[src/rre_pkg.sv]
// Purpose: shared constants for the return and rotate execution block
// Assumes: 8-bit data path, opcode classes decoded upstream
// Notes: widths are defaults of module parameters
package rre_pkg;
  localparam int RRE_DATA_W = 8;
  localparam int RRE_PC_W = 13;
  localparam int RRE_ADDR_W = 8;
  localparam int RRE_SP_W = 4;
  localparam int RRE_MSB = 7;
  localparam logic [1:0] RRE_OP_NONE = 2'h0;
  localparam logic [1:0] RRE_OP_RET_LIT = 2'h1;
  localparam logic [1:0] RRE_OP_IRQ_EXIT = 2'h2;
  localparam logic [1:0] RRE_OP_ROT_MEM = 2'h3;
  localparam logic RRE_GIE_RESET = 1'b0;
  typedef enum logic [1:0] {RRE_IDLE, RRE_ROT_WRITE} rre_state_t;
endpackage

[src/rre_rot_if.sv]
// Purpose: carries a byte to the rotator and its result back
// Assumes: single clock
// Notes: combinational path only
`timescale 1ns/1ps
interface rre_rot_if #(parameter int W = 8);
  logic [W-1:0] din;
  logic [W-1:0] dout;
  modport user (output din, input dout);
  modport rot (input din, output dout);
endinterface

[src/rre_rotl.sv]
// Purpose: one-bit left rotate of a byte
// Assumes: width from interface
// Notes: pure combinational
`timescale 1ns/1ps
module rre_rotl #(parameter int W = 8)
(
  rre_rot_if.rot bus
);
  genvar g;
  generate
    for (g = 1; g < W; g++)
    begin : g_shift
      assign bus.dout[g] = bus.din[g-1];
    end
  endgenerate
  assign bus.dout[0] = bus.din[W-1];
endmodule

[src/rre_exec.sv]
// Purpose: executes return-with-literal, interrupt exit and memory rotate-left
// Assumes: decoder gives a one-cycle op strobe; stack pop data valid in same cycle
`timescale 1ns/1ps
module rre_exec
  import rre_pkg::*;
#(
  parameter int DATA_W = RRE_DATA_W,
  parameter int PC_W = RRE_PC_W,
  parameter int ADDR_W = RRE_ADDR_W,
  parameter int SP_W = RRE_SP_W
)
(
  input wire logic i_clk,
  input wire logic i_rst,
  input wire logic i_op_valid,
  input wire logic [1:0] i_op_kind,
  input wire logic [DATA_W-1:0] i_imm,
  input wire logic [ADDR_W-1:0] i_mem_addr,
  input wire logic [PC_W-1:0] i_stack_top,
  input wire logic [DATA_W-1:0] i_mem_rdata,
  input wire logic i_irq_pending,
  input wire logic i_gie_clear,
  output logic o_stack_pop,
  output logic [SP_W-1:0] o_stack_ptr,
  output logic o_pc_load,
  output logic [PC_W-1:0] o_pc_target,
  output logic [DATA_W-1:0] o_working_register,
  output logic o_global_irq_enable,
  output logic o_irq_take,
  output logic [ADDR_W-1:0] o_mem_addr,
  output logic o_mem_we,
  output logic [DATA_W-1:0] o_mem_wdata,
  output logic o_busy
);

  ////////////////////////////////////////////////////////////////////////////
  // decode
  rre_state_t state_r;
  rre_state_t state_nxt;
  logic [SP_W-1:0] sp_r;
  logic [PC_W-1:0] pc_r;
  logic pc_load_r;
  logic [DATA_W-1:0] wreg_r;
  logic gie_r;
  logic irq_take_r;
  logic exit_seen_r;
  logic [ADDR_W-1:0] addr_r;
  logic we_r;
  logic [DATA_W-1:0] wdata_r;

  function automatic logic kind_is(input logic [1:0] kind, input logic [1:0] want);
    return kind == want;
  endfunction

  wire logic rot_write = (state_r == RRE_ROT_WRITE);
  wire logic accept = i_op_valid && (state_r == RRE_IDLE);
  wire logic do_ret_lit = accept && kind_is(i_op_kind, RRE_OP_RET_LIT);
  wire logic do_exit = accept && kind_is(i_op_kind, RRE_OP_IRQ_EXIT);
  wire logic do_rot = accept && kind_is(i_op_kind, RRE_OP_ROT_MEM);
  wire logic do_pop = do_ret_lit || do_exit;
  wire logic take_irq = exit_seen_r && gie_r && i_irq_pending;

  rre_rot_if #(.W(DATA_W)) rot_bus();
  assign rot_bus.din = i_mem_rdata;
  rre_rotl #(.W(DATA_W)) u_rotl (.bus(rot_bus));

  ////////////////////////////////////////////////////////////////////////////
  // state machine: rotate takes a read cycle then a write cycle
  always_comb
  begin
    case (state_r)
      RRE_IDLE: state_nxt = do_rot ? RRE_ROT_WRITE : RRE_IDLE;
      RRE_ROT_WRITE: state_nxt = RRE_IDLE;
      default: state_nxt = RRE_IDLE;
    endcase
  end

  ////////////////////////////////////////////////////////////////////////////
  // registers
  always_ff @(posedge i_clk)
  begin
    if (i_rst)
    begin
      state_r <= RRE_IDLE;
    end
    else
    begin
      state_r <= state_nxt;
    end
  end

  always_ff @(posedge i_clk)
  begin
    if (i_rst)
    begin
      pc_load_r <= 1'b0;
    end
    else
    begin
      pc_load_r <= do_pop;
    end
  end

  ////////////////////////////////////////////////////////////////////////////
  // return stack pop and working register
  always_ff @(posedge i_clk)
  begin
    if (i_rst)
    begin
      pc_r <= '0;
      sp_r <= '0;
    end
    else if (do_pop)
    begin
      pc_r <= i_stack_top;
      sp_r <= sp_r - 1'b1;
    end
  end

  always_ff @(posedge i_clk)
  begin
    if (i_rst)
    begin
      wreg_r <= '0;
    end
    else if (do_ret_lit)
    begin
      wreg_r <= i_imm;
    end
  end

  ////////////////////////////////////////////////////////////////////////////
  // global interrupt enable: exit wins over a clear in the same cycle
  always_ff @(posedge i_clk)
  begin
    if (i_rst)
    begin
      gie_r <= RRE_GIE_RESET;
    end
    else if (do_exit)
    begin
      gie_r <= 1'b1;
    end
    else if (i_gie_clear || take_irq)
    begin
      gie_r <= 1'b0;
    end
  end

  always_ff @(posedge i_clk)
  begin
    if (i_rst)
    begin
      exit_seen_r <= 1'b0;
      irq_take_r <= 1'b0;
    end
    else
    begin
      exit_seen_r <= do_exit;
      irq_take_r <= take_irq;
    end
  end

  ////////////////////////////////////////////////////////////////////////////
  // rotate write-back path
  always_ff @(posedge i_clk)
  begin
    if (i_rst)
    begin
      addr_r <= '0;
    end
    else if (do_rot)
    begin
      addr_r <= i_mem_addr;
    end
  end

  always_ff @(posedge i_clk)
  begin
    if (i_rst)
    begin
      we_r <= 1'b0;
    end
    else
    begin
      we_r <= rot_write;
    end
  end

  ////////////////////////////////////////////////////////////////////////////
  // rotated byte captured in the read cycle
  always_ff @(posedge i_clk)
  begin
    if (i_rst)
    begin
      wdata_r <= '0;
    end
    else if (rot_write)
    begin
      wdata_r <= rot_bus.dout;
    end
  end

  ////////////////////////////////////////////////////////////////////////////
  // outputs
  assign o_stack_pop = do_pop;
  assign o_stack_ptr = sp_r;
  assign o_pc_load = pc_load_r;
  assign o_pc_target = pc_r;
  assign o_working_register = wreg_r;
  assign o_global_irq_enable = gie_r;
  assign o_irq_take = irq_take_r;
  assign o_mem_addr = (state_r == RRE_ROT_WRITE) ? i_mem_addr : addr_r;
  assign o_mem_we = we_r;
  assign o_mem_wdata = wdata_r;
  assign o_busy = (state_r != RRE_IDLE) || we_r;
endmodule

[config.mk]
export PLATFORM = sky130hd
export DESIGN_NAME = rre_exec
export DESIGN_NICKNAME = d
export VERILOG_FILES = /design/src/rre_pkg.sv /design/src/rre_rot_if.sv /design/src/rre_rotl.sv /design/src/rre_exec.sv
export SDC_FILE = /design/constraint.sdc
export NUM_CORES = 1
export LEC_CHECK = 0
export ABC_AREA = 0
export BUFFER_PORTS_ARGS = -buffer_cell sky130_fd_sc_hd__buf_2
export CORE_MARGIN = 3
export CORE_UTILIZATION = 45
export DETAILED_ROUTE_END_ITERATION = 7
export PLACE_DENSITY = 0.78
export SETUP_SLACK_MARGIN = 0.2
export SYNTH_ARGS = -nofsm -noshare
export SYNTH_HDL_FRONTEND = slang
export SYNTH_SLANG_ARGS = --single-unit
[constraint.sdc]
create_clock -name i_clk -period 1.55 [get_ports i_clk]
set_clock_uncertainty 0.2 [all_clocks]
set_input_delay 0.3875 -clock i_clk [delete_from_list [all_inputs] [get_ports i_clk]]
set_output_delay 0.3875 -clock i_clk [all_outputs]
set_load 0.02 [all_outputs]
# Word-level counts from Yosys, hierarchy flattened

Index checks and enable logic that the tools add are counted.
Widths: inputs -> output; s select.

Bits in registers: 48
Bits of input ports: 44
Output and inout bits: 47
Word-level logic and storage cells: 34

$add $sub $neg: 1
Equal/unequal tests: 4
Mux-type cells: 4
Bitwise operators: 1
Reductions and logical operators: 13

Operator list:

| kind                | count |
|---|---|
| $mux 8              | 1 |
| $logic_and 1x1->1   | 6 |
| $eq 2x1->1 const B  | 2 |
| $eq 2x2->1 const B  | 2 |
| $reduce_bool 2->1   | 2 |
| $sub 4x1->4 const B | 1 |
| $logic_or 1x1->1    | 3 |
| $mux 1              | 3 |
| $logic_not 2->1     | 1 |
| $reduce_or 2->1     | 1 |
| $not 1->1           | 1 |

# Longest topological paths before layout

Gate-level depths: netlist (run 1).

Depth in word-level cells: 5
Mapped depth: 5
Depth with buffers taken out: 4

# By module

Synthesis (run 1) repeated with hierarchy kept, for this count alone.

Cell total of the unflattened synthesis: 209
Area total of the unflattened synthesis: 1,969.4 um2

By module, submodules not included:

| module   | times used | cells an instance | area each (um2) | seq. area each (um2) |
|---|---|---|---|---|
| rre_exec | 1          | 201               | 1,909.3         | 940.9 |
| rre_rotl | 1          | 8                 | 60.1            | 0.0 |

# Worst setup path before layout (run 1)

OpenSTA, ideal clock, no wires.

Path type: in2out
Start: in i_op_kind[0]
End: out o_stack_pop
Data arrival time: 1.068 ns
Required time: 0.962 ns
Setup slack: -0.106 ns
Stages on the path: 3
Path buffers: 1
Path through: buf_4 -> xnor2_4 -> nor2_1

Word-level cells in the longest chain between the ends: 3
Elaborated cells on any way between the ends: 5
Classes of those cells: eq/ne (2); reduce/logical (3)

Ends and longest elaborated chain:

| what                                     | line                           | RTL |
|---|---|---|
| start: declaration                       | rre_exec.sv:16                 | `input wire logic [1:0] i_op_kind,` |
| $eq 2x1->1 or $eq 2x2->1 (tied branches) | rre_exec.sv:52                 | `return kind == want;` |
| $logic_and 1x1->1 (on tied branches)     | rre_exec.sv:57, rre_exec.sv:58 |  |
| $logic_or 1x1->1 (*)                     | rre_exec.sv:60                 | `wire logic do_pop = do_ret_lit \|\| do_exit;` |
| end: declaration                         | rre_exec.sv:23                 | `output logic o_stack_pop,` |

Mark *: on every way between the ends. The rest lies on a longest branch, timed or not.

# Final worst setup path (run 1)

Start: reg state_r[0]
End: out o_mem_addr[1]

Word-level cells in the longest chain between the ends: 2

Ends and longest elaborated chain:

| what                     | line            | RTL |
|---|---|---|
| start: declaration       | rre_exec.sv:38  | `rre_state_t state_r;` |
| start signal: assignment | rre_exec.sv:88  | `state_r <= state_nxt;` |
| $eq 2x1->1               | rre_exec.sv:213 | `assign o_mem_addr = (state_r == RRE_ROT_WRITE) ? i_mem_addr : addr_r;` |
| $mux 8                   | rre_exec.sv:213 |  |
| end: declaration         | rre_exec.sv:30  | `output logic [ADDR_W-1:0] o_mem_addr,` |

No other way between the ends.

==> results.py, run 1 <==
metrics = {
    "clock_network": {
        "cts_sinks": 47,
        "cts_root_buf": "clkbuf_8",
        "clk_latency_ns": 0.29,
        "cts_tree": "yes",
        "h-tree-depth": 2,
        "cts.path.max_buffers": 2,
        "clkTransAtPathRegs_ns": 0.09,
        "cts_made_buffers": 5,
    },
    "grt": {
        "grt_usage_pct": 21.5,
        "grt_first_pass_wirelength_um": 8750,
        "antenna_found_initial": 0,
        "grt_pass1_vias": 1879,
        "grt_max_degree": 30,
        "overflow": 0,
    },
    "route": {
        "via_count": 1912,
        "wl_um": 6010,
        "ant_nets": 0,
        "dr.pass1.iters": 4,
        "drc_errors": 0,
        "drtIter0Drc": 84,
        "wl_per_cell_um": 16.5,
        "viasPerCell": 5.24,
    },
    "synthesis": {
        "synth_top_family_by_area": "simple AND/OR/NAND/NOR gates",
        "synth_simple_gate_area_share_pct": 15.8,
        "ys_seq_elements": 47,
        "synth_compound_area_share_pct": 12.2,
        "synth_xor_area_share_pct": 2.88,
        "synth_nets": 246,
        "yosys-top-cells-area": "dfxtp_1 (49%), mux2i_1 (8.4%), a21oi_1 (6.3%)",
        "yosys.area.top_type": "dfxtp_1",
        "synthCells": 201,
        "netlist.area_leader.share_pct": 49.3,
        "synthAdderAreaFrac_pct": 0.655,
        "yosysSeqAreaShare_pct": 49.3,
        "synth.yosys.warnings": 0,
        "synthMuxAreaShare_pct": 13.1,
        "synth_cell_type_count": 32,
        "synth.avg_cell_area_um2": 9.50,
        "syn_area_um2": 1910,
    },
    "sta": {
        "setup_ws_ns": -0.293,
        "period_needed_ns": 1.84,
        "max_freq_ghz": 0.543,
        "maxSlewViolCount": 0,
        "finalHoldViolations": 0,
        "rsz0062_at_grt": "true",
        "finalSetupTns_ns": -4.93,
        "slew_headroom_pct": 82.8,
        "tightest_slew_ns": 0.256,
        "post-route-period-util_pct": 119,
        "setup_viol": 40,
    },
    "die": {
        "num_rows": 23,
        "pin_count": 91,
        "die_area_um2": 5060,
        "initial_core_util_pct": 47.1,
        "die_w_um": 71.1,
        "coreArea_um2": 4060,
        "die_height_um": 71.1,
    },
    "run": {
        "cap_violations": 0,
    },
    "finish": {
        "n_fill_cell": 218,
        "drive_above_1_share_pct": 72.7,
        "layout_commonest_cell": "buf_6",
        "final_nets": 359,
        "layout_common_cells": "buf_6 (54), buf_2 (44), dfxtp_2 (37), a21oi_2 (20), nor2_1 (19)",
        "multiInputGateArea_um2": 1160,
        "diodes": 0,
        "syn_to_final_growth_pct": 78.9,
        "seqCellArea_um2": 987,
    },
    "worst_hold_path": {
        "whs_path_depth": 3,
        "min_from": "i_stack_top[3]",
        "hold_end": "o_pc_target[3]",
        "hold_path.class": "in -> reg",
    },
    "power": {
        "leakagePower_uw": 0.00141,
        "peakVddDrop_uv": 484,
        "p_per_area_nw_per_um2": 789,
        "power_uw": 2700,
    },
    "setup_path": {
        "arrival_ns": 1.26,
        "r2r_start": "state_r[0]",
        "cp-start-kind": "register",
        "reg2reg_depth": 7,
        "critPathMaxFanout": 10,
        "required_ns": 0.96,
        "r2r_setup_slack_ns": -0.21,
        "worstReg2RegEnd": "o_working_register[5]",
        "worstSetupPathType": "reg -> out",
        "endpoint_kind": "output pin",
    },
    "placement": {
        "finalWeightedCongestion": 0.727,
        "io_buffer_count": 90,
        "dp.final_hpwl_um": 3380,
    },
    "outcome": {
        "violations": "negative setup slack",
        "status": "finished, violations left",
    },
}
## power by group
group          internal [uW]  switching [uW]
combinational            337             338
sequential              1270            38.5
clock                    316             399
total                   1920             776
## critical path, cell delays in order (launching register included)
cell	delay (ns)
dfxtp_2	0.36
buf_12	0.15
mux2_4	0.29
buf_2	0.16
## layout make-up
type	count	area share, %
multi-input cells	134	34.0
repair buffers	122	32.3
clock inverters	2	0.366
well taps	50	1.83
flip-flops and latches	47	28.9
clock buffers	6	2.12
inverters	4	0.440
## registers in the layout, indices dropped and copies added (netlist names)
register,cells
addr_r,8
exit_seen_r,1
o_global_irq_enable,1
o_irq_take,1
o_mem_wdata,8
o_mem_we,1
o_pc_load,1
o_pc_target,13
o_stack_ptr,4
o_working_register,8
state_r,1
## Yosys cell counts
cell,number
nor3_1,2
a31o_1,1
ha_1,1
mux2i_1,16
nor2_1,21
buf_2,4
o21ai_1,4
xnor2_4,1
a21oi_1,24
o21ai_0,10
nor2b_1,2
and4bb_1,1
buf_1,1
a31o_2,1
dfxtp_1,47
inv_1,4
xor2_4,1
a211oi_1,1
nand2b_1,1
nand3_1,14
buf_6,3
clkbuf_1,3
buf_4,3
or2_2,1
a311oi_1,2
and4b_1,1
nand2_1,17
nand4b_1,1
nor3b_1,1
nand3b_1,2
clkbuf_2,2
mux2_2,8
## cells by family (layout without fill, tap and decap cells)
kind of cell,Yosys count,count (layout)
compound gates,43,43
xor+xnor,2,2
flops,47,47
buf+inv,20,134
mux,24,24
fa+ha+maj,1,1
simple gates,64,64
## worst max path at each step
stage	startpoint	endpoint	cells after the start
5_1_grt	state_r[0]	o_stack_pop	5
4_1_cts	state_r[0]	o_mem_addr[3]	3
3_5_place_dp	i_op_kind[1]	o_working_register[5]	5
3_3_place_gp	i_op_kind[1]	o_working_register[2]	5
2_1_floorplan	i_op_kind[0]	o_stack_pop	3
6_report	state_r[0]	o_mem_addr[1]	3
## through the flow
stage	hold WS, ns	area (um2)	utilization [%]	setup WS [ns]	instances
5_1_grt	0.119	3420	84.2	-0.326	365
3_5_place_dp	0.250	2550	62.8	-0.0856	340
4_1_cts	0.119	3160	77.9	-0.306	361
6_report	0.125	3420	84.2	-0.293	365
2_1_floorplan	0.228	1980	-	0.0987	201
3_3_place_gp	0.241	2550	62.8	-0.0377	340
## metal layers
layer	track usage (%)	share of wire (%)	vias up
met5	0	0	-
met3	3.98	3.2	10
met4	6.89	1.6	0
met1	24.2	39	933
li1	-	-	921
met2	40.6	56	48
## repair_timing
item | 4_1_cts | 5_1_grt
pin swaps | 16 | 19
gates resized for setup | 142 | 59
hold buffers | 0 | 0
gates cloned | 1 | 0
setup buffers | 12 | 4
endpoints found under the hold margin | 0 | 0
setup endpoints to repair | 72 | 87
(Power assumes the default switching activity.)
==> run 2: changes to the inputs <==
--- a/config.mk
+++ b/config.mk
@@ -8,9 +8,9 @@
 export ABC_AREA = 0
 export BUFFER_PORTS_ARGS = -buffer_cell sky130_fd_sc_hd__buf_2
 export CORE_MARGIN = 3
-export CORE_UTILIZATION = 45
+export CORE_UTILIZATION = 49
 export DETAILED_ROUTE_END_ITERATION = 7
-export PLACE_DENSITY = 0.78
+export PLACE_DENSITY = 0.84
 export SETUP_SLACK_MARGIN = 0.2
 export SYNTH_ARGS = -nofsm -noshare
 export SYNTH_HDL_FRONTEND = slang
==> constraint.sdc (replaced) <==
create_clock -name i_clk -period 2.17 [get_ports i_clk]
set_clock_uncertainty 0.2 [all_clocks]
set_input_delay 0.5425 -clock i_clk [delete_from_list [all_inputs] [get_ports i_clk]]
set_output_delay 0.5425 -clock i_clk [all_outputs]
set_load 0.02 [all_outputs]
==> results.py, run 2 (same netlist as run 1, synthesis figures left out) <==
metrics = {
    "sta": {
        "post-route-period-util_pct": 92.8,
        "slew_headroom_pct": 68.6,
        "finalHoldViolations": 0,
        "tightest_slew_ns": 0.471,
        "period_needed_ns": 2.01,
        "max_freq_ghz": 0.497,
        "setup_ws_ns": 0.156,
        "whs_ns": 0.260,
        "rsz0062_at_grt": "true",
        "finalSetupTns_ns": 0,
        "maxSlewViolCount": 0,
        "setup_viol": 0,
    },
    "placement": {
        "placed_cell_area_um2": 2390,
        "dp.final_hpwl_um": 3200,
        "finalWeightedCongestion": 0.737,
        "place_ws_ns": 0.206,
        "io_buffer_count": 90,
    },
    "clock_network": {
        "clk_latency_ns": 0.29,
        "clkTransAtPathRegs_ns": 0.08,
        "cts_root_buf": "clkbuf_8",
        "cts.path.max_buffers": 2,
        "cts_made_buffers": 5,
        "cts_sinks": 47,
        "h-tree-depth": 2,
        "ctsHoldBuffers": 0,
        "cts_tree": "yes",
    },
    "worst_hold_path": {
        "hold_path.class": "reg -> reg",
        "hold_end": "addr_r[6]",
        "min_from": "addr_r[6]",
        "whs_path_depth": 2,
    },
    "power": {
        "clkPwrFrac_pct": 34.6,
        "peakVddDrop_uv": 426,
        "seqPwrFrac_pct": 49.1,
        "p_per_area_nw_per_um2": 721,
        "p_comb_share_pct": 16.3,
        "leakagePower_uw": 0.00118,
        "p_sw_share_pct": 25.1,
        "internal-power_uw": 1400,
        "switchingPower_uw": 469,
    },
    "die": {
        "initial_core_util_pct": 51.4,
        "die_area_um2": 4680,
        "pin_count": 91,
        "die_height_um": 68.4,
        "die_w_um": 68.4,
        "num_rows": 22,
        "coreArea_um2": 3720,
    },
    "finish": {
        "syn_to_final_growth_pct": 36.0,
        "layout_commonest_cell": "buf_2",
        "diodes": 0,
        "layout_common_cells": "buf_2 (82), dfxtp_1 (46), a21oi_1 (24), nor2_1 (20), nand2_1 (17)",
        "drive_above_1_share_pct": 41.3,
        "largest_reg_flops": 13,
        "final_nets": 337,
        "finalInstanceArea_um2": 2600,
    },
    "setup_path": {
        "required_ns": 1.43,
        "worstReg2RegEnd": "o_working_register[3]",
        "r2r_start": "state_r[0]",
        "worstSetupPathType": "reg -> out",
        "reg2reg_depth": 4,
        "arrival_ns": 1.27,
        "critPathMaxFanout": 6,
        "r2r_setup_slack_ns": 0.32,
        "cp-start-kind": "register",
        "endpoint_kind": "output pin",
    },
    "route": {
        "via_count": 1744,
        "wl_per_cell_um": 13.1,
        "drtIter0Drc": 63,
        "viasPerCell": 5.11,
        "wl_um": 4480,
        "drc_errors": 0,
        "ant_nets": 0,
        "dr.pass1.iters": 4,
    },
    "run": {
        "cap_violations": 0,
    },
    "grt": {
        "grt_usage_pct": 19.0,
        "grt_max_degree": 25,
        "overflow": 0,
        "grt_first_pass_wirelength_um": 6820,
        "grt_pass1_vias": 1557,
        "antenna_found_initial": 0,
    },
    "outcome": {
        "status": "finished clean",
    },
}
[run 2: changes by cell type in the layout (fill, tap and decap cells not counted), moves of 6 or more]
cell,previous run,this run
nand3_4,7,0
dfxtp_2,37,0
dfxtp_1,10,46
nand3_2,7,0
a21oi_2,20,0
nand3_1,0,14
buf_6,54,7
nand2_1,9,17
buf_2,44,82
a21oi_1,4,24
buf_12,6,0
buf_4,17,9
nand2_2,7,0
[run 2: cell type report]
type                            count  area, um2
Clock buffer                        6       82.6
Clock inverter                      2       35.0
Fill cell                         314       1120
Inverter                            4       15.0
Multi-Input combinational cell    134        877
Sequential cell                    47        945
Tap cell                           48       60.1
Timing Repair Buffer              100        582
[run 2: metrics by stage]
stage          utilization, %  std cells  total power, uW
2_1_floorplan               -        201             1120
3_3_place_gp             64.2        332             1220
3_5_place_dp             64.2        332             1230
4_1_cts                  69.7        341             1880
5_1_grt                  69.9        341             1960
6_report                 69.9        341             1870
[run 2: power groups by stage]
stage | logic, uW | registers, uW | clock network, uW
after global routing | 332 | 924 | 700
final | 306 | 919 | 647
after detailed placement | 289 | 939 | 0
after CTS | 305 | 919 | 659
after floorplan | 147 | 976 | 0
after global placement | 284 | 938 | 0
[run 2: metal layers]
layer  wire length (um)  GRT usage (%)  part of all wire (%)
met3                245           5.58                   5.5
met4                 82           7.44                   1.8
met5                  0              0                     0
met1               1840           21.7                    41
met2               2310           32.8                    52
[run 2: how the worst max path moves through the flow]
stage / from / to / cells after the start
after global placement: i_op_kind[1] / o_stack_pop / 4
after CTS: state_r[0] / o_mem_addr[3] / 3
after detailed placement: i_op_kind[1] / o_stack_pop / 4
after floorplan: i_op_kind[0] / o_stack_pop / 3
final: state_r[0] / o_mem_addr[3] / 3
after global routing: state_r[0] / o_busy / 3
[run 2: what timing repair did]
| action | in CTS | in global routing |
|---|---|---|
| gates resized for setup | 23 | 3 |
| setup endpoints to repair | 9 | 9 |
| buffers inserted | 1 | 0 |
| endpoints found under the hold margin | 0 | 0 |
| pin swaps | 0 | 0 |
[run 2: worst max-delay path, cell delays in order (launching register included)]
cell     delay [ns]
dfxtp_4        0.39
buf_8          0.14
mux2_4         0.31
buf_6          0.13
